### config.mk
export PLATFORM = sky130hd
export DESIGN_NAME = adcd_readings
export DESIGN_NICKNAME = d
export VERILOG_FILES = /design/src/adcd_common.sv /design/src/adcd_readings.sv
export SDC_FILE = /design/constraint.sdc
export NUM_CORES = 1
export LEC_CHECK = 0
export BUFFER_PORTS_ARGS = -buffer_cell sky130_fd_sc_hd__buf_2
export CORE_AREA = 8 8 135 99
export CTS_CLUSTER_SIZE = 24
export DETAILED_ROUTE_END_ITERATION = 8
export DIE_AREA = 0 0 143 107
export PLACE_DENSITY = 0.8
export SETUP_SLACK_MARGIN = 0.1
export SLEW_MARGIN = 20
export SYNTH_ARGS = -nofsm -noshare
export SYNTH_HDL_FRONTEND = slang
export SYNTH_SLANG_ARGS = --single-unit
### constraint.sdc
create_clock -name sys_clk_in -period 4.1 [get_ports sys_clk_in]
set_clock_uncertainty 0.2 [all_clocks]
set_input_delay 0.82 -clock sys_clk_in [delete_from_list [all_inputs] [get_ports sys_clk_in]]
set_output_delay 0.82 -clock sys_clk_in [all_outputs]
set_load 0.05 [all_outputs]
### src/adcd_common.sv
// Shared constants and types for the dedicated-readings block, plus debounce
`timescale 1ns/1ps
`default_nettype none

package adcd_pkg;
  localparam int CODE_W = 10;
  localparam int SLOTS = 8;
  localparam int IDX_W = 3;
  // Channel numbers as seen by the converter input selector
  localparam logic [2:0] CH_BATTERY_TERMINAL_V = 3'h0;
  localparam logic [2:0] CH_BATTERY_TERMINAL_I = 3'h1;
  localparam logic [2:0] CH_SUPPLY = 3'h2;
  localparam logic [2:0] CH_CHRG_V = 3'h3;
  localparam logic [2:0] CH_CHRG_I = 3'h4;
  localparam logic [2:0] CH_THERM = 3'h5;
  localparam logic [2:0] CH_GEN6 = 3'h6;
  localparam logic [2:0] LAST_SLOT = 3'h7;
  localparam logic [9:0] CODE_ZERO = 10'h000;
  localparam logic [9:0] CODE_FULL = 10'h3FF;
  localparam logic DIV_SEL_RESET = 1'b1;
  // Slow time base for the removal debounce
  localparam int SYS_CLK_HZ = 250_000_000;
  localparam int SLOW_HZ = 32768;
  localparam int SLOW_DIV = SYS_CLK_HZ / SLOW_HZ;
  localparam int DEBOUNCE_TICKS = 4;

  typedef struct packed {
    logic is_signed;
    logic [CODE_W-1:0] code;
  } adcd_result_s;
endpackage

// ****************************************************************
// Level debounce counted in slow time-base ticks
// ****************************************************************
module adcd_debounce #(
  parameter int TICKS = adcd_pkg::DEBOUNCE_TICKS
) (
  // Clock and reset
  input wire logic sys_clk_in,
  input wire logic rst_b_in,
  // Slow tick and raw level
  input wire logic tick_in,
  input wire logic level_in,
  // Debounced level and its rising edge
  output logic stable_out,
  output logic rise_out
);
  logic [7:0] count;

  always_ff @(posedge sys_clk_in or negedge rst_b_in) begin
    if (!rst_b_in) begin
      count <= 8'h00;
    end else if (!level_in) begin
      count <= 8'h00;
    end else if (tick_in && (count < 8'(TICKS))) begin
      count <= count + 8'h01;
    end
  end

  always_ff @(posedge sys_clk_in or negedge rst_b_in) begin
    if (!rst_b_in) begin
      stable_out <= 1'b0;
    end else begin
      stable_out <= level_in && (count >= 8'(TICKS));
    end
  end

  assign rise_out = level_in && (count >= 8'(TICKS)) && !stable_out;
endmodule

`default_nettype wire

### src/adcd_readings.sv
// Dedicated channel readings: sequencing, scaling controls, result slots
`timescale 1ns/1ps
`default_nettype none

module adcd_readings #(
  parameter int SLOW_DIV = adcd_pkg::SLOW_DIV,
  parameter int DEBOUNCE_TICKS = adcd_pkg::DEBOUNCE_TICKS
) (
  // Clock and reset
  input wire logic sys_clk_in,
  input wire logic rst_b_in,
  // Sequence control
  input wire logic start_in,
  input wire logic single_channel_mode_bit_in,
  input wire logic [2:0] first_channel_select_in,
  input wire logic battery_terminal_current_enable_in,
  input wire logic charger_current_enable_in,
  input wire logic charger_voltage_divider_select_in,
  input wire logic coin_cell_read_enable_in,
  // Battery removal detection
  input wire logic battery_terminal_removal_detect_enable_in,
  input wire logic app_on_in,
  input wire logic charger_supplied_in,
  input wire logic thermistor_high_in,
  // Converter core
  input wire logic core_done_in,
  input wire logic [9:0] core_code_in,
  // Result readout
  input wire logic [2:0] read_index_a_in,
  input wire logic [2:0] read_index_b_in,
  // Sequence status
  output logic busy_out,
  output logic done_out,
  // Converter core and analog steering
  output logic conv_req_out,
  output logic [2:0] conv_channel_out,
  output logic sample_both_out,
  output logic convert_held_out,
  output logic battery_terminal_current_path_out,
  output logic charger_current_path_out,
  output logic charger_div5_out,
  output logic coin_cell_route_out,
  // Results
  output adcd_pkg::adcd_result_s result_a_out,
  output adcd_pkg::adcd_result_s result_b_out,
  // Removal detection
  output logic battery_terminal_removal_sense_out,
  output logic battery_terminal_removal_irq_out
);
  typedef enum logic {ADCD_IDLE, ADCD_RUN} adcd_state_e;

  adcd_state_e state;
  logic [2:0] slot;
  logic [2:0] cur_ch;
  logic skip_zero;
  logic slot_write;
  logic cur_signed;
  adcd_pkg::adcd_result_s slot_mem [adcd_pkg::SLOTS];
  logic therm_meta;
  logic therm_sync;
  logic [12:0] div_count;
  logic slow_tick;
  logic detect_armed;
  logic removal_level;
  logic debounced_rise;

  // ****************************************************************
  // Channel of the current slot
  // ****************************************************************
  always_comb begin
    if (!single_channel_mode_bit_in) begin
      cur_ch = slot;
    end else if (first_channel_select_in == adcd_pkg::CH_BATTERY_TERMINAL_I) begin
      cur_ch = slot[0] ? adcd_pkg::CH_BATTERY_TERMINAL_I : adcd_pkg::CH_BATTERY_TERMINAL_V;
    end else begin
      cur_ch = first_channel_select_in;
    end
  end

  // A disabled current path gets no conversion at all
  assign skip_zero =
    ((cur_ch == adcd_pkg::CH_BATTERY_TERMINAL_I) && !battery_terminal_current_enable_in) ||
    ((cur_ch == adcd_pkg::CH_CHRG_I) && !charger_current_enable_in);
  assign cur_signed = (cur_ch == adcd_pkg::CH_BATTERY_TERMINAL_I) ||
    (cur_ch == adcd_pkg::CH_CHRG_I);
  assign slot_write = (state == ADCD_RUN) && (skip_zero || core_done_in);

  assign busy_out = (state == ADCD_RUN);
  assign conv_req_out = (state == ADCD_RUN) && !skip_zero;
  assign conv_channel_out = cur_ch;
  // Voltage sample also captures the sense difference for the next slot
  assign sample_both_out = conv_req_out &&
    (cur_ch == adcd_pkg::CH_BATTERY_TERMINAL_V) && battery_terminal_current_enable_in;
  assign convert_held_out = conv_req_out &&
    (cur_ch == adcd_pkg::CH_BATTERY_TERMINAL_I);
  assign battery_terminal_current_path_out = battery_terminal_current_enable_in;
  assign charger_current_path_out = charger_current_enable_in;
  // No disconnect gating: the reading stays valid on a weak cell
  assign coin_cell_route_out = coin_cell_read_enable_in;

  // ****************************************************************
  // Sequencer
  // ****************************************************************
  always_ff @(posedge sys_clk_in or negedge rst_b_in) begin
    if (!rst_b_in) begin
      state <= ADCD_IDLE;
      slot <= 3'h0;
    end else begin
      unique case (state)
        ADCD_IDLE: begin
          if (start_in) begin
            state <= ADCD_RUN;
            slot <= 3'h0;
          end
        end
        ADCD_RUN: begin
          if (slot_write) begin
            slot <= slot + 3'h1;
            if (slot == adcd_pkg::LAST_SLOT) begin
              state <= ADCD_IDLE;
            end
          end
        end
      endcase
    end
  end

  always_ff @(posedge sys_clk_in or negedge rst_b_in) begin
    if (!rst_b_in) begin
      done_out <= 1'b0;
    end else begin
      done_out <= slot_write && (slot == adcd_pkg::LAST_SLOT);
    end
  end

  // ****************************************************************
  // Result slots
  // ****************************************************************
  always_ff @(posedge sys_clk_in or negedge rst_b_in) begin
    if (!rst_b_in) begin
      for (int i = 0; i < adcd_pkg::SLOTS; i++) begin
        slot_mem[i] <= '0;
      end
    end else if (slot_write) begin
      slot_mem[slot].is_signed <= cur_signed;
      // Core codes pass unchanged: unsigned or two's complement as converted
      slot_mem[slot].code <= skip_zero ? adcd_pkg::CODE_ZERO
                                       : core_code_in;
    end
  end

  always_ff @(posedge sys_clk_in or negedge rst_b_in) begin
    if (!rst_b_in) begin
      result_a_out <= '0;
      result_b_out <= '0;
    end else begin
      result_a_out <= slot_mem[read_index_a_in];
      result_b_out <= slot_mem[read_index_b_in];
    end
  end

  // ****************************************************************
  // Charger voltage divider select
  // ****************************************************************
  always_ff @(posedge sys_clk_in or negedge rst_b_in) begin
    if (!rst_b_in) begin
      charger_div5_out <= adcd_pkg::DIV_SEL_RESET;
    end else begin
      charger_div5_out <= charger_voltage_divider_select_in;
    end
  end

  // ****************************************************************
  // Battery removal detection
  // ****************************************************************
  always_ff @(posedge sys_clk_in or negedge rst_b_in) begin
    if (!rst_b_in) begin
      therm_meta <= 1'b0;
      therm_sync <= 1'b0;
    end else begin
      therm_meta <= thermistor_high_in;
      therm_sync <= therm_meta;
    end
  end

  always_ff @(posedge sys_clk_in or negedge rst_b_in) begin
    if (!rst_b_in) begin
      div_count <= 13'h0000;
      slow_tick <= 1'b0;
    end else begin
      slow_tick <= (div_count == 13'(SLOW_DIV - 1));
      div_count <= (div_count == 13'(SLOW_DIV - 1)) ? 13'h0000
                                                    : div_count + 13'h0001;
    end
  end

  assign detect_armed = battery_terminal_removal_detect_enable_in && app_on_in &&
    charger_supplied_in;
  assign removal_level = detect_armed && therm_sync;

  always_ff @(posedge sys_clk_in or negedge rst_b_in) begin
    if (!rst_b_in) begin
      battery_terminal_removal_sense_out <= 1'b0;
    end else begin
      battery_terminal_removal_sense_out <= removal_level;
    end
  end

  adcd_debounce #(
    .TICKS(DEBOUNCE_TICKS)
  ) u_debounce (
    .sys_clk_in(sys_clk_in),
    .rst_b_in(rst_b_in),
    .tick_in(slow_tick),
    .level_in(removal_level),
    .stable_out(),
    .rise_out(debounced_rise)
  );

  always_ff @(posedge sys_clk_in or negedge rst_b_in) begin
    if (!rst_b_in) begin
      battery_terminal_removal_irq_out <= 1'b0;
    end else begin
      battery_terminal_removal_irq_out <= debounced_rise;
    end
  end

  // ****************************************************************
  // Checks
  // ****************************************************************
  AST_BATTERY_TERMINAL_I_ZERO: assert property (@(posedge sys_clk_in)
    disable iff (!rst_b_in)
    slot_write && (cur_ch == adcd_pkg::CH_BATTERY_TERMINAL_I) && !battery_terminal_current_enable_in
    |=> slot_mem[$past(slot)].code == adcd_pkg::CODE_ZERO)
    else $error("disabled battery current slot not zero");
  AST_CHRG_I_ZERO: assert property (@(posedge sys_clk_in)
    disable iff (!rst_b_in)
    slot_write && (cur_ch == adcd_pkg::CH_CHRG_I) &&
    !charger_current_enable_in
    |=> slot_mem[$past(slot)].code == adcd_pkg::CODE_ZERO)
    else $error("disabled charger current slot not zero");
  AST_NO_CONV_SKIP: assert property (@(posedge sys_clk_in)
    disable iff (!rst_b_in)
    busy_out && skip_zero |-> !conv_req_out ##1
    slot == $past(slot) + 3'h1)
    else $error("conversion requested for disabled path");
  AST_CODE_STORED: assert property (@(posedge sys_clk_in)
    disable iff (!rst_b_in)
    slot_write && !skip_zero
    |=> slot_mem[$past(slot)].code == $past(core_code_in) &&
    slot_mem[$past(slot)].is_signed == $past(cur_signed))
    else $error("converted code not stored");
  AST_PAIRS: assert property (@(posedge sys_clk_in)
    disable iff (!rst_b_in)
    busy_out && single_channel_mode_bit_in &&
    first_channel_select_in == adcd_pkg::CH_BATTERY_TERMINAL_I
    |-> conv_channel_out == {2'b00, slot[0]})
    else $error("battery pair interleave wrong");
  AST_CHRG_ALL: assert property (@(posedge sys_clk_in)
    disable iff (!rst_b_in)
    busy_out && single_channel_mode_bit_in &&
    first_channel_select_in == adcd_pkg::CH_CHRG_I
    |-> conv_channel_out == adcd_pkg::CH_CHRG_I)
    else $error("charger current not repeated");
  AST_MULTI: assert property (@(posedge sys_clk_in)
    disable iff (!rst_b_in)
    busy_out && !single_channel_mode_bit_in |-> conv_channel_out == slot)
    else $error("multiple channel order wrong");
  AST_SAMPLE_BOTH: assert property (@(posedge sys_clk_in)
    disable iff (!rst_b_in)
    convert_held_out && !$past(convert_held_out) &&
    $past(battery_terminal_current_enable_in) |-> $past(sample_both_out))
    else $error("battery pair not sampled together");
  AST_DIV_SEL: assert property (@(posedge sys_clk_in)
    disable iff (!rst_b_in)
    ##1 charger_div5_out == $past(charger_voltage_divider_select_in))
    else $error("divider select not followed");
  AST_SENSE: assert property (@(posedge sys_clk_in)
    disable iff (!rst_b_in)
    $rose(battery_terminal_removal_sense_out) |-> $past(detect_armed) &&
    $past(therm_sync))
    else $error("removal sense without armed detect");
  AST_IRQ: assert property (@(posedge sys_clk_in)
    disable iff (!rst_b_in)
    battery_terminal_removal_irq_out |-> battery_terminal_removal_sense_out ##1
    !battery_terminal_removal_irq_out)
    else $error("removal interrupt without sense");
  AST_DONE: assert property (@(posedge sys_clk_in)
    disable iff (!rst_b_in)
    done_out |-> !busy_out && $past(slot) == adcd_pkg::LAST_SLOT)
    else $error("sequence ended early");
endmodule

`default_nettype wire

## After elaboration in Yosys (flattened, before gate mapping)

Index checks and enable logic that the tools add are counted.

| storage, ports and cells | value |
|---|---|
| register bits | 143 |
| input port bits | 32 |
| output and inout port bits | 36 |
| logic and storage cells | 103 |

| cells by class | value |
|---|---|
| add/sub/neg operators | 3 |
| $lt $le $gt $ge | 6 |
| equal/unequal tests | 8 |
| mux-type cells | 26 |
| bitwise operators | 4 |
| reduce and logical (&&, ||, !) cells | 24 |

Operators with widths:

| kind | number |
|---|---|
| bitwise mux 88 bit | 2 |
| binary-select mux 11 bit (select 3 bit) | 2 |
| demux 11 bit (select 3 bit) | 2 |
| two-way mux 11 bit | 5 |
| two-way mux 10 bit | 2 |
| two-way mux 8 bit | 2 |
| logical AND 1 bit | 15 |
| adder 13 x 1 -> 13 bit, second input constant | 1 |
| equality test 13 bit, second input constant | 1 |
| two-way mux 13 bit | 1 |
| greater-or-equal comparator 4 bit, second input constant | 3 |
| two-way mux 3 bit | 4 |
| NOT 3 -> 4 bit | 3 |
| adder 8 x 1 -> 8 bit, second input constant | 1 |
| greater-or-equal comparator 8 x 3 -> 1 bit, second input constant | 1 |
| less-than comparator 8 x 3 -> 1 bit, second input constant | 1 |
| equality test 3 x 1 -> 1 bit, second input constant | 2 |
| equality test 3 bit, second input constant | 2 |
| one-hot mux 3 bit (2 select lines) | 1 |
| logical NOT 1 bit | 4 |
| less-than comparator 4 x 1 -> 1 bit, second input constant | 1 |
| two-way mux 1 bit | 4 |
| != test 2 x 1 -> 1 bit, second input constant | 2 |
| adder 3 x 1 -> 3 bit, second input constant | 1 |
| 6 further kinds | 8 |

## Longest topological paths before layout

Gate-level depths: netlist of the first run.

| depth | value |
|---|---|
| depth in word-level cells | 10 |
| mapped depth | 7 |
| mapped depth without buffers | 6 |

## Modules after synthesis

A second synthesis of the first run with hierarchy kept.

| second synthesis, totals | value |
|---|---|
| cells, all modules | 459 |
| area, all modules | 6,635.1 µm² |

Modules (own cells, without submodules):

| module | times used | cells each | area an instance (µm²) |
|---|---|---|---|
| adcd_readings | 1 | 426 | 6,253.5 |
| adcd_debounce | 1 | 33 | 381.6 |

## Worst setup path after synthesis of the first run

OpenSTA, ideal clock, no wires.

| timing | value |
|---|---|
| path type | input to output |
| start | in single_channel_mode_bit_in |
| end | out convert_held_out |
| arrival time | 2,628 ps |
| required time | 3,080 ps |
| setup slack | 452 ps |
| stages | 5 |
| buffers on the path | 0 |
| cells stage by stage | mux2i_1 inv_1 nor2_1 nand3_1 nor3_1 |

| between the ends | value |
|---|---|
| longest elaborated chain between the ends | 7 |
| elaborated cells on any way between the ends | 9 |
| those cells by class | eq/ne (2); mux (1); reduce/logical (6) |

RTL lines:

| element | RTL line | RTL |
|---|---|---|
| start, declared | adcd_readings.sv:14 | `input wire logic single_channel_mode_bit_in,` |
| two-way mux 3 bit * | adcd_readings.sv:71 | `if (!single_channel_mode_bit_in) begin` |
| via conv_channel_out[1] | adcd_readings.sv:36 | `output logic [2:0] conv_channel_out,` |
| equality test 3 x 1 -> 1 bit or equality test 3 bit (tied branches) | adcd_readings.sv:82, adcd_readings.sv:95, adcd_readings.sv:83 |  |
| logical AND 1 bit, on equally long branches | adcd_readings.sv:82, adcd_readings.sv:83 |  |
| logical OR 1 bit | adcd_readings.sv:82 | `((cur_ch == adcd_pkg::CH_BATTERY_TERMINAL_I) && !battery_terminal_current_enable_in) \|\|` |
| logical NOT 1 bit | adcd_readings.sv:89 | `assign conv_req_out = (state == ADCD_RUN) && !skip_zero;` |
| logical AND 1 bit | adcd_readings.sv:89 |  |
| logical AND 1 bit * | adcd_readings.sv:94 | `assign convert_held_out = conv_req_out &&` |
| end, declared | adcd_readings.sv:38 | `output logic convert_held_out,` |

The timed path passes the listed nets; every way through them passes the cells marked *.

## Final worst setup path of the first run

| timing | value |
|---|---|
| start | in single_channel_mode_bit_in |
| end | out conv_req_out |

| between the ends | value |
|---|---|
| longest elaborated chain between the ends | 6 |
| elaborated cells on any way between the ends | 8 |
| those cells by class | eq/ne (2); mux (1); reduce/logical (5) |

RTL lines:

| element | RTL line | RTL |
|---|---|---|
| two-way mux 3 bit * | adcd_readings.sv:71 |  |
| equality test 3 x 1 -> 1 bit or equality test 3 bit (tied branches) | adcd_readings.sv:82, adcd_readings.sv:83 |  |
| logical AND 1 bit, on equally long branches | adcd_readings.sv:82, adcd_readings.sv:83 |  |
| logical OR 1 bit * | adcd_readings.sv:82 |  |
| logical NOT 1 bit * | adcd_readings.sv:89 |  |
| logical AND 1 bit * | adcd_readings.sv:89 |  |
| end, declared | adcd_readings.sv:35 | `output logic conv_req_out,` |

Every way passes the cells marked *; elsewhere a longest branch is shown, timed or not.

==> results.toml, run 1 <==
[setup_path]
path_class = "input port to output pin"
path_max_fanout = 11
ff2ff_setup_slack_ps = 1210
cpPeakStageDelay_ps = 570
crit_required_ps = 3080
worstPathCellList = "buf_2, mux2_4, o211a_1, o21ai_1, and2_1, buf_2"
r2r.worst_path.cells = 5
crit-reg2reg-launch = "slot[0]"
cp_top_family = "compound AO/OA/AOI/OAI gates"
critPathSlowestCell = "o21ai_1"
setup.worst_path.end = "conv_req_out"
crit_path_end_kind = "output pin"
startpoint = "single_channel_mode_bit_in"
cp.depth = 6
crit_arrival_ps = 2510
path_buf_inv = 2
startpoint_type = "input port"
r2r-end = "slot_mem[63]"
crit_top_cell = "buf_2"

[floorplanning]
coreArea_um2 = 11400
io_pins = 68
die_area_um2 = 15300
fp.dieH_um = 107
num_rows = 33
initial_core_util_pct = 58.4
die_w_um = 143

[synth]
synth.distinct_cells = 39
synth_area_um2 = 6630
yosysSeqAreaShare_pct = 54.0
syn_nets = 504
synth_flop_cell = "dfrtp_1"
yosysWarnings = 0
synthArstFlopShare_pct = 100
syn_inst = 466
avgSynthCellArea_um2 = 14.2
synth_edf_count = 0
synth-seq-cells = 143

[layout]
layout-drive-gt1-share_pct = 34.6
fin_util_pct = 67.6
n_antenna_cell = 0
area_delta_synth_final_pct = 15.8
nFillCells = 781
nNetsFinal = 568
layoutNonFillerInstCount = 700
design_area_um2 = 7680

[power_and_ir_drop]
p_total_mw = 5.89
power_density_nw_per_um2 = 766
leakagePower_nw = 3.38
vdd.ir_drop.worst_uv = 382

[run_status]
status = "finished clean"

[drt]
totalWireLength_um = 16500
remaining_drc_errors = 0
avgViaCountPerCell = 6.46
dr.pass1.iters = 5
drt_iter0_drc = 352
wl_per_cell_um = 23.6
vias = 4524
ant_nets = 0

[place]
hpwlAfterDp_um = 10500
post-place-ws_ps = 592
place_area_um2 = 7070
place_congestion = 0.817
portBuffers = 65
dp_cells = 668

[sta]
tightest_slew_ps = 946
holdWs_ps = 149
slew_headroom_pct = 36.9
setup_violations = 0
max_freq_ghz = 0.283
fin_crit_sh_pct = 86.1
layout_min_cycle_time_ps = 3530
rsz0062_at_grt = "false"
tns_ps = 0
hold_viol_final = 0
fin_ws_ps = 569
maxSlewViolCount = 0

[flow_run]
cap_violations = 0

[global_routing]
grtUsageMet1_pct = 29.8
grt_pass1_wl_um = 26700
antenna_found_initial = 0
globalRouteOverflowTotal = 0
grt_max_degree = 108
met2_usage_pct = 36.7
grt_usage_pct = 23.2
grtUsageMet3_pct = 6.84
globalRoute.busiestLayer = "met2"
first_global_vias = 4764

[cts]
cts_tree = "done"
post_cts_resized = 0
cts_buffers = 17
htreeDepth = 4
root_buffer = "clkbuf_16"
cts_setup_buffers = 0
cts_buffer_depth = 2
clock_latency_ps = 420
clkSinkCount = 143
clkTransAtPathRegs_ps = 60
holdBufCountCts = 0

[worst_hold_path]
holdCritPathClass = "flop to flop"
hp-start = "therm_meta"
## state kept, by name, indices dropped and copies added, names as in the netlist, 3 cells and up
signal,count
slot_mem,88
div_count,13
result_a_out,11
result_b_out,11
u_debounce.count,8
slot,3
## placed cells by master (no fill, tap or decap), types with 4 or more instances in the layout
cell and n:
mux4_2 44, o211ai_1 8, xnor2_1 5, buf_4 10, and2_1 6, mux2_2 31, o2bb2ai_1 80, inv_1 10
nand4_1 6, nand2_1 16, clkbuf_16 17, buf_2 64, nor2_1 27, dfrtp_1 142, inv_6 4, ha_1 6
xor2_1 8, nand3_1 15
## kinds of logic (layout without fill, tap and decap cells)
family / Yosys count / in the layout / synth area share (%)
multiplexers: 78 / 78 / 20.8
buffers and inverters: 40 / 117 / 3.06
AO/OA/AOI/OAI: 101 / 101 / 12.9
AND/OR/NAND/NOR: 85 / 85 / 6.49
flip-flops: 143 / 143 / 54.0
XOR/XNOR: 13 / 13 / 1.72
adder cells (fa/ha/maj): 6 / 6 / 1.13
## worst register-to-register path, stage by stage (launching register included)
cell and delay [ps]:
dfrtp_1 570, mux2i_2 210, o211a_1 260, o21ai_1 570
nand3_1 660, o2bb2ai_1 320
## worst min path at each step
stage                       to  slack (ps)  depth (start not counted)
CTS                 therm_sync         150                          0
floorplan           therm_sync         130                          0
detailed placement  therm_sync         140                          0
finish              therm_sync         150                          0
global route        therm_sync         170                          0
global placement    therm_sync         140                          0
## report_power, final
part | internal (mW) | switching (mW)
logic | 0.859 | 1.14
registers | 1.91 | 0.385
clock network | 0.964 | 0.627
total | 3.73 | 2.16
## metal layers
layer,wire length (µm),vias up
li1,-,1934
met1,6910,2374
met2,8120,185
met3,1190,31
met4,327,0
met5,0,-
## synth_stat cells, types with 3 or more instances
| master | n | area [µm²] |
|---|---|---|
| xor2_1 | 8 | 70.1 |
| nand2_1 | 16 | 60.1 |
| mux2_2 | 31 | 349 |
| mux4_2 | 44 | 991 |
| and3_1 | 3 | 18.8 |
| ha_1 | 6 | 75.1 |
| a21oi_1 | 3 | 15.0 |
| and2_1 | 6 | 37.5 |
| o2bb2ai_1 | 80 | 701 |
| o211ai_1 | 8 | 60.1 |
| buf_4 | 12 | 90.1 |
| xnor2_1 | 5 | 43.8 |
| nor3b_1 | 3 | 22.5 |
| nand3_1 | 15 | 75.1 |
| clkbuf_1 | 11 | 41.3 |
| inv_1 | 10 | 37.5 |
| dfrtp_1 | 142 | 3550 |
| buf_2 | 6 | 30.0 |
| nor2_1 | 27 | 101 |
| nand4_1 | 6 | 37.5 |
## area by class of cell
type | instances | area, µm² | area share [%]
Clock buffer | 17 | 425 | 5.54
Clock inverter | 15 | 184 | 2.39
Inverter | 10 | 37.5 | 0.489
Multi-Input combinational cell | 283 | 2850 | 37.1
Sequential cell | 143 | 3580 | 46.6
Tap cell | 157 | 196 | 2.56
Timing Repair Buffer | 75 | 407 | 5.29
Note: power is estimated with default switching activity, not from simulation.
==> run 2, diff against run 1 <==
--- a/config.mk
+++ b/config.mk
@@ -5,12 +5,12 @@
 export SDC_FILE = /design/constraint.sdc
 export NUM_CORES = 1
 export LEC_CHECK = 0
-export BUFFER_PORTS_ARGS = -buffer_cell sky130_fd_sc_hd__buf_2
 export CORE_AREA = 8 8 135 99
 export CTS_CLUSTER_SIZE = 24
 export DETAILED_ROUTE_END_ITERATION = 8
 export DIE_AREA = 0 0 143 107
-export PLACE_DENSITY = 0.8
+export DONT_BUFFER_PORTS = 1
+export PLACE_DENSITY = 0.75
 export SETUP_SLACK_MARGIN = 0.1
 export SLEW_MARGIN = 20
 export SYNTH_ARGS = -nofsm -noshare
==> run 2 against run 1 <==
Against the previous run:
- the run now ends with negative hold slack left
- critical path depth down 2
- sequential share of layout area up 2.2 points
- register-to-register slack better by 110 ps
- via count down 5.0%
- first-iteration DRC count up 36%
- combinational power down 30%
- final area down 4.6%
- worst hold slack worse by 270 ps
- power down 5.0%
- worst setup slack better by 83 ps
- non-clock buffer count down 64
- final cell count down 9.1%
==> results.toml, run 2 (synthesis results as in run 1) <==
[run_status]
status = "finished with violations"
violations = "negative hold slack"

[floorplanning]
coreArea_um2 = 11400
fp.dieH_um = 107
initial_core_util_pct = 58.4
io_pins = 68
num_rows = 33
die_w_um = 143
die_area_um2 = 15300

[sta]
tightest_slew_ps = 1060
maxSlewViolCount = 0
slew_headroom_pct = 29.3
setup_violations = 0
max_freq_ghz = 0.290
tns_ps = 0
rsz0062_at_grt = "false"
layout_min_cycle_time_ps = 3450
fin_crit_sh_pct = 84.1
holdWs_ps = -119
hold_viol_final = 142

[global_routing]
first_global_vias = 4473
globalRouteOverflowTotal = 0
grt_usage_pct = 22.5
antenna_found_initial = 0
grt_pass1_wl_um = 25700
grt_max_degree = 144

[layout]
regMostFlops = "slot_mem"
top_regs = "slot_mem x88, div_count x13"
largest_register_ffs = 88
nNetsFinal = 504
nFillCells = 785
layoutNonFillerInstCount = 636
fin_util_pct = 64.6
area_delta_synth_final_pct = 10.5
n_antenna_cell = 0
layout_commonest_cell = "dfrtp_1"
layout_common_cells = "dfrtp_1, o2bb2ai_1, mux4_2"
layout-drive-gt1-share_pct = 25.9

[drt]
vias = 4299
remaining_drc_errors = 0
drt_iter0_drc = 477
totalWireLength_um = 16100
ant_nets = 0
avgViaCountPerCell = 6.76
dr.pass1.iters = 5
wl_per_cell_um = 25.3

[cts]
clkTransAtPathRegs_ps = 70
clock_latency_ps = 430
post_cts_resized = 0
cts_setup_buffers = 0
cts_buffer_depth = 2
clkSinkCount = 143
cts_tree = "done"
htreeDepth = 4
cts_buffers = 17
root_buffer = "clkbuf_16"

[setup_path]
startpoint_type = "flop"
crit_path_end_kind = "output pin"
crit_top_cell = "nor2_1"
critPathSlowestCell = "nor2_1"
worstPathCellList = "mux2i_2, nor2_1, nor2_1, buf_4"
path_class = "flop to output pin"
crit_arrival_ps = 2430
crit_required_ps = 3080
path_max_fanout = 12
cpPeakStageDelay_ps = 840

[power_and_ir_drop]
power_density_nw_per_um2 = 763
vdd.ir_drop.worst_uv = 390
leakagePower_nw = 3.08

[flow_run]
cap_violations = 0

[place]
dp_cells = 604
place_congestion = 0.797
portBuffers = 0
hpwlAfterDp_um = 10000

[worst_hold_path]
holdCritPathClass = "input port to asynchronous set/reset pin"
## run 2: cell count changes in the layout (fill, tap and decap cells not counted)
cell	change
buf_2	-64
bufinv_16	-2
clkbuf_8	+2
clkinv_2	-2
clkinvlp_4	+2
buf_4	+1
buf_6	-1
## run 2: per-layer routing
layer	vias up	part of all wire (%)	routed length [µm]	GRT usage, %
met5	-	0	0	0
met4	0	1.7	282	8.47
met3	33	8.6	1380	5.81
met2	203	49	7840	35.2
met1	2254	41	6620	29.7
li1	1809	-	-	-
## run 2: final timing paths
check                           start             endpoint  cells after the start  slack, ps
hold reg to reg            therm_meta           therm_sync                      0        150
setup reg to reg              slot[2]         slot_mem[84]                      6       1320
min in group sys_clk_in    therm_meta           therm_sync                      0        150
max in group asynchronous    rst_b_in         div_count[9]                      0       3600
setup / recovery              slot[0]      sample_both_out                      4        650
hold / removal               rst_b_in  u_debounce.count[4]                      0       -120
## run 2: through the flow
step / area, µm² / setup slack [ps] / hold slack [ps] / total power, mW
2_1_floorplan: 6630 / 452 / 131 / 3.71
3_5_place_dp: 6750 / 891 / 141 / 4.07
4_1_cts: 7330 / 678 / -125 / 5.59
5_1_grt: 7330 / 574 / -140 / 5.81
3_3_place_gp: 6750 / 941 / 133 / 4.00
6_report: 7330 / 652 / -119 / 5.59
## run 2: final cells by class
type | count | area [µm²] | share of cell area (%)
repair buffers | 11 | 82.6 | 1.13
flip-flops and latches | 143 | 3580 | 48.8
clock buffers | 19 | 453 | 6.18
clock inverters | 13 | 129 | 1.76
well taps | 157 | 196 | 2.68
inverters | 10 | 37.5 | 0.512
multi-input cells | 283 | 2850 | 38.9
## run 2: where the power goes
part	internal, mW	switching (mW)
registers	1.90	0.793
clock network	0.876	0.624
logic	0.768	0.628
total	3.55	2.04
## run 2: critical path: cells and delay by family, from the launching register on
kind,cells,cell delay (ps)
buffers and inverters,1,240
DFF,1,590
and+or+nand+nor,2,970
muxes,1,210
==> run 3, diff against run 2 <==
--- a/config.mk
+++ b/config.mk
@@ -5,12 +5,12 @@
 export SDC_FILE = /design/constraint.sdc
 export NUM_CORES = 1
 export LEC_CHECK = 0
-export CORE_AREA = 8 8 135 99
+export CORE_AREA = 8 8 138 102
 export CTS_CLUSTER_SIZE = 24
 export DETAILED_ROUTE_END_ITERATION = 8
-export DIE_AREA = 0 0 143 107
+export DIE_AREA = 0 0 146 110
 export DONT_BUFFER_PORTS = 1
-export PLACE_DENSITY = 0.75
+export PLACE_DENSITY = 0.74
 export SETUP_SLACK_MARGIN = 0.1
 export SLEW_MARGIN = 20
 export SYNTH_ARGS = -nofsm -noshare
==> constraint.sdc (replaced) <==
create_clock -name sys_clk_in -period 2.9 [get_ports sys_clk_in]
set_clock_uncertainty 0.2 [all_clocks]
set_input_delay 0.58 -clock sys_clk_in [delete_from_list [all_inputs] [get_ports sys_clk_in]]
set_output_delay 0.58 -clock sys_clk_in [all_outputs]
set_load 0.05 [all_outputs]
==> run 3 against run 2 <==
Against the previous run:
- the run still ends with negative hold slack left
- worst setup slack worse by 500 ps
- combinational power grew 46%
- sequential power rose by 43%
- power rose by 42%
- largest cell class unchanged
- clock-buffer cell count increased by 4
- flip-flop and latch count is the same
- via count up 0.60%
- utilization is 2.7 points lower
==> results.toml, run 3 (synthesis results as in run 1) <==
[flow_run]
cap_violations = 0

[sta]
setup_violations = 0
tns_ps = 0
fin_crit_sh_pct = 94.6
max_freq_ghz = 0.365
holdWs_ps = -334
tightest_slew_ps = 628
layout_min_cycle_time_ps = 2740
slew_headroom_pct = 58.0
fin_ws_ps = 157
maxSlewViolCount = 0
rsz0062_at_grt = "false"
hold_viol_final = 143

[place]
hpwlAfterDp_um = 10400
portBuffers = 0
place_congestion = 0.804
post-place-ws_ps = 334
place_area_um2 = 6840
dp_cells = 618

[worst_hold_path]
holdCritPathClass = "input port to asynchronous set/reset pin"

[drt]
wl_per_cell_um = 25.1
remaining_drc_errors = 0
drt_iter0_drc = 381
ant_nets = 0
vias = 4325
avgViaCountPerCell = 6.65
totalWireLength_um = 16300
dr.pass1.iters = 5

[floorplanning]
coreArea_um2 = 12000
fp.dieH_um = 110
num_rows = 34
initial_core_util_pct = 55.3
io_pins = 68
die_area_um2 = 16100
die_w_um = 146

[cts]
cts_setup_buffers = 0
clock_latency_ps = 410
clkTransAtPathRegs_ps = 50
root_buffer = "clkbuf_16"
clkSinkCount = 143
cts_buffer_depth = 2
cts_tree = "done"
holdBufCountCts = 2
htreeDepth = 4
cts_buffers = 17

[setup_path]
crit_arrival_ps = 1960
crit_path_end_kind = "output pin"
r2r.worst_path.cells = 6
crit_required_ps = 2120
setup.worst_path.end = "conv_req_out"
ff2ff_setup_slack_ps = 390
startpoint_type = "flop"
crit-reg2reg-launch = "slot[2]"
r2r-end = "slot_mem[17]"
startpoint = "slot[2]"
path_class = "flop to output pin"
path_max_fanout = 11

[layout]
nFillCells = 881
largest_register_ffs = 88
nNetsFinal = 515
top_regs = "slot_mem x88, div_count x13"
layout_common_cells = "dfrtp_1, o2bb2ai_1, mux4_2"
regMostFlops = "slot_mem"
design_area_um2 = 7420
area_delta_synth_final_pct = 11.9
layoutNonFillerInstCount = 650
n_antenna_cell = 0
layout_commonest_cell = "dfrtp_1"
layout-drive-gt1-share_pct = 26.8

[run_status]
violations = "negative hold slack"
status = "finished with violations"

[power_and_ir_drop]
p_total_mw = 7.94
vdd.ir_drop.worst_uv = 549
leakagePower_nw = 3.14
p_sw_share_pct = 35.2
power_density_nw_per_um2 = 1070
p_int_mw = 5.15
power.share.combinational_pct = 25.7
switchingPower_mw = 2.79
clockPowerShare_pct = 25.9
seq_power_share_pct = 48.4

[global_routing]
grt_max_degree = 144
grt_usage_pct = 21.5
first_global_vias = 4474
antenna_found_initial = 1
globalRouteOverflowTotal = 0
grt_pass1_wl_um = 26200
[run 3: cell count changes in the layout (fill, tap and decap cells not counted), moves of 2 or more]
cell and change:
buf_4 +8, clkinv_4 -3, clkinv_2 +4, inv_6 -4, dlygate4sd3_1 +2, clkbuf_1 +4
dfrtp_2 +2, clkinvlp_4 -4, dfrtp_1 -2
[run 3: power by group through the flow]
stage	Clock (mW)	Sequential (mW)	Combinational, mW
final	2.06	3.84	2.04
after global routing	2.19	3.93	2.18
after CTS	2.10	3.83	2.03
after detailed placement	0	3.85	2.01
after global placement	0	3.80	1.95
after floorplan	0	3.60	1.66
[run 3: per-layer routing]
layer  track usage, %  up-vias  routed length, µm
met5                0        -                 13
met2             34.4      203               7940
met3             7.18       23               1280
met4             7.18        2                223
met1             27.8     2275               6840
li1                 -     1822                  -
[run 3: critical path, stage by stage, from the launching register on]
cell and delay [ps]:
dfrtp_2 480, mux2_4 400, o211a_1 190, o21ai_2 140
and2_1 190, buf_12 150
[run 3: per-stage QoR]
step                      hold WS (ps)  utilization, %
after global routing              -365            61.9
final                             -334            61.9
after CTS                         -350            61.8
after global placement            88.9            57.0
after floorplan                   84.4               -
after detailed placement          90.1            57.0
[run 3: area by class of cell]
| class | count | area [µm²] | share of cell area [%] |
|---|---|---|---|
| Clock buffer | 23 | 468 | 6.31 |
| Clock inverter | 7 | 87.6 | 1.18 |
| Inverter | 10 | 37.5 | 0.506 |
| Multi-Input combinational cell | 283 | 2860 | 38.5 |
| Sequential cell | 143 | 3580 | 48.3 |
| Tap cell | 162 | 203 | 2.73 |
| Timing Repair Buffer | 22 | 183 | 2.46 |
[run 3: what timing repair did]
item / 4_1_cts / 5_1_grt
gates resized for setup: 0 / 3
endpoints found under the setup margin: 0 / 3
endpoints found under the hold margin: 145 / 143
[run 3: worst min path at each step]
stage	depth (start not counted)	end	from	slack, ps
4_1_cts	0	slot[1]	rst_b_in	-350
3_3_place_gp	0	slot[1]	rst_b_in	90
5_1_grt	0	slot_mem[38]	rst_b_in	-370
3_5_place_dp	0	slot[1]	rst_b_in	90
6_report	0	slot[2]	rst_b_in	-330
2_1_floorplan	0	battery_terminal_removal_irq_out	rst_b_in	80
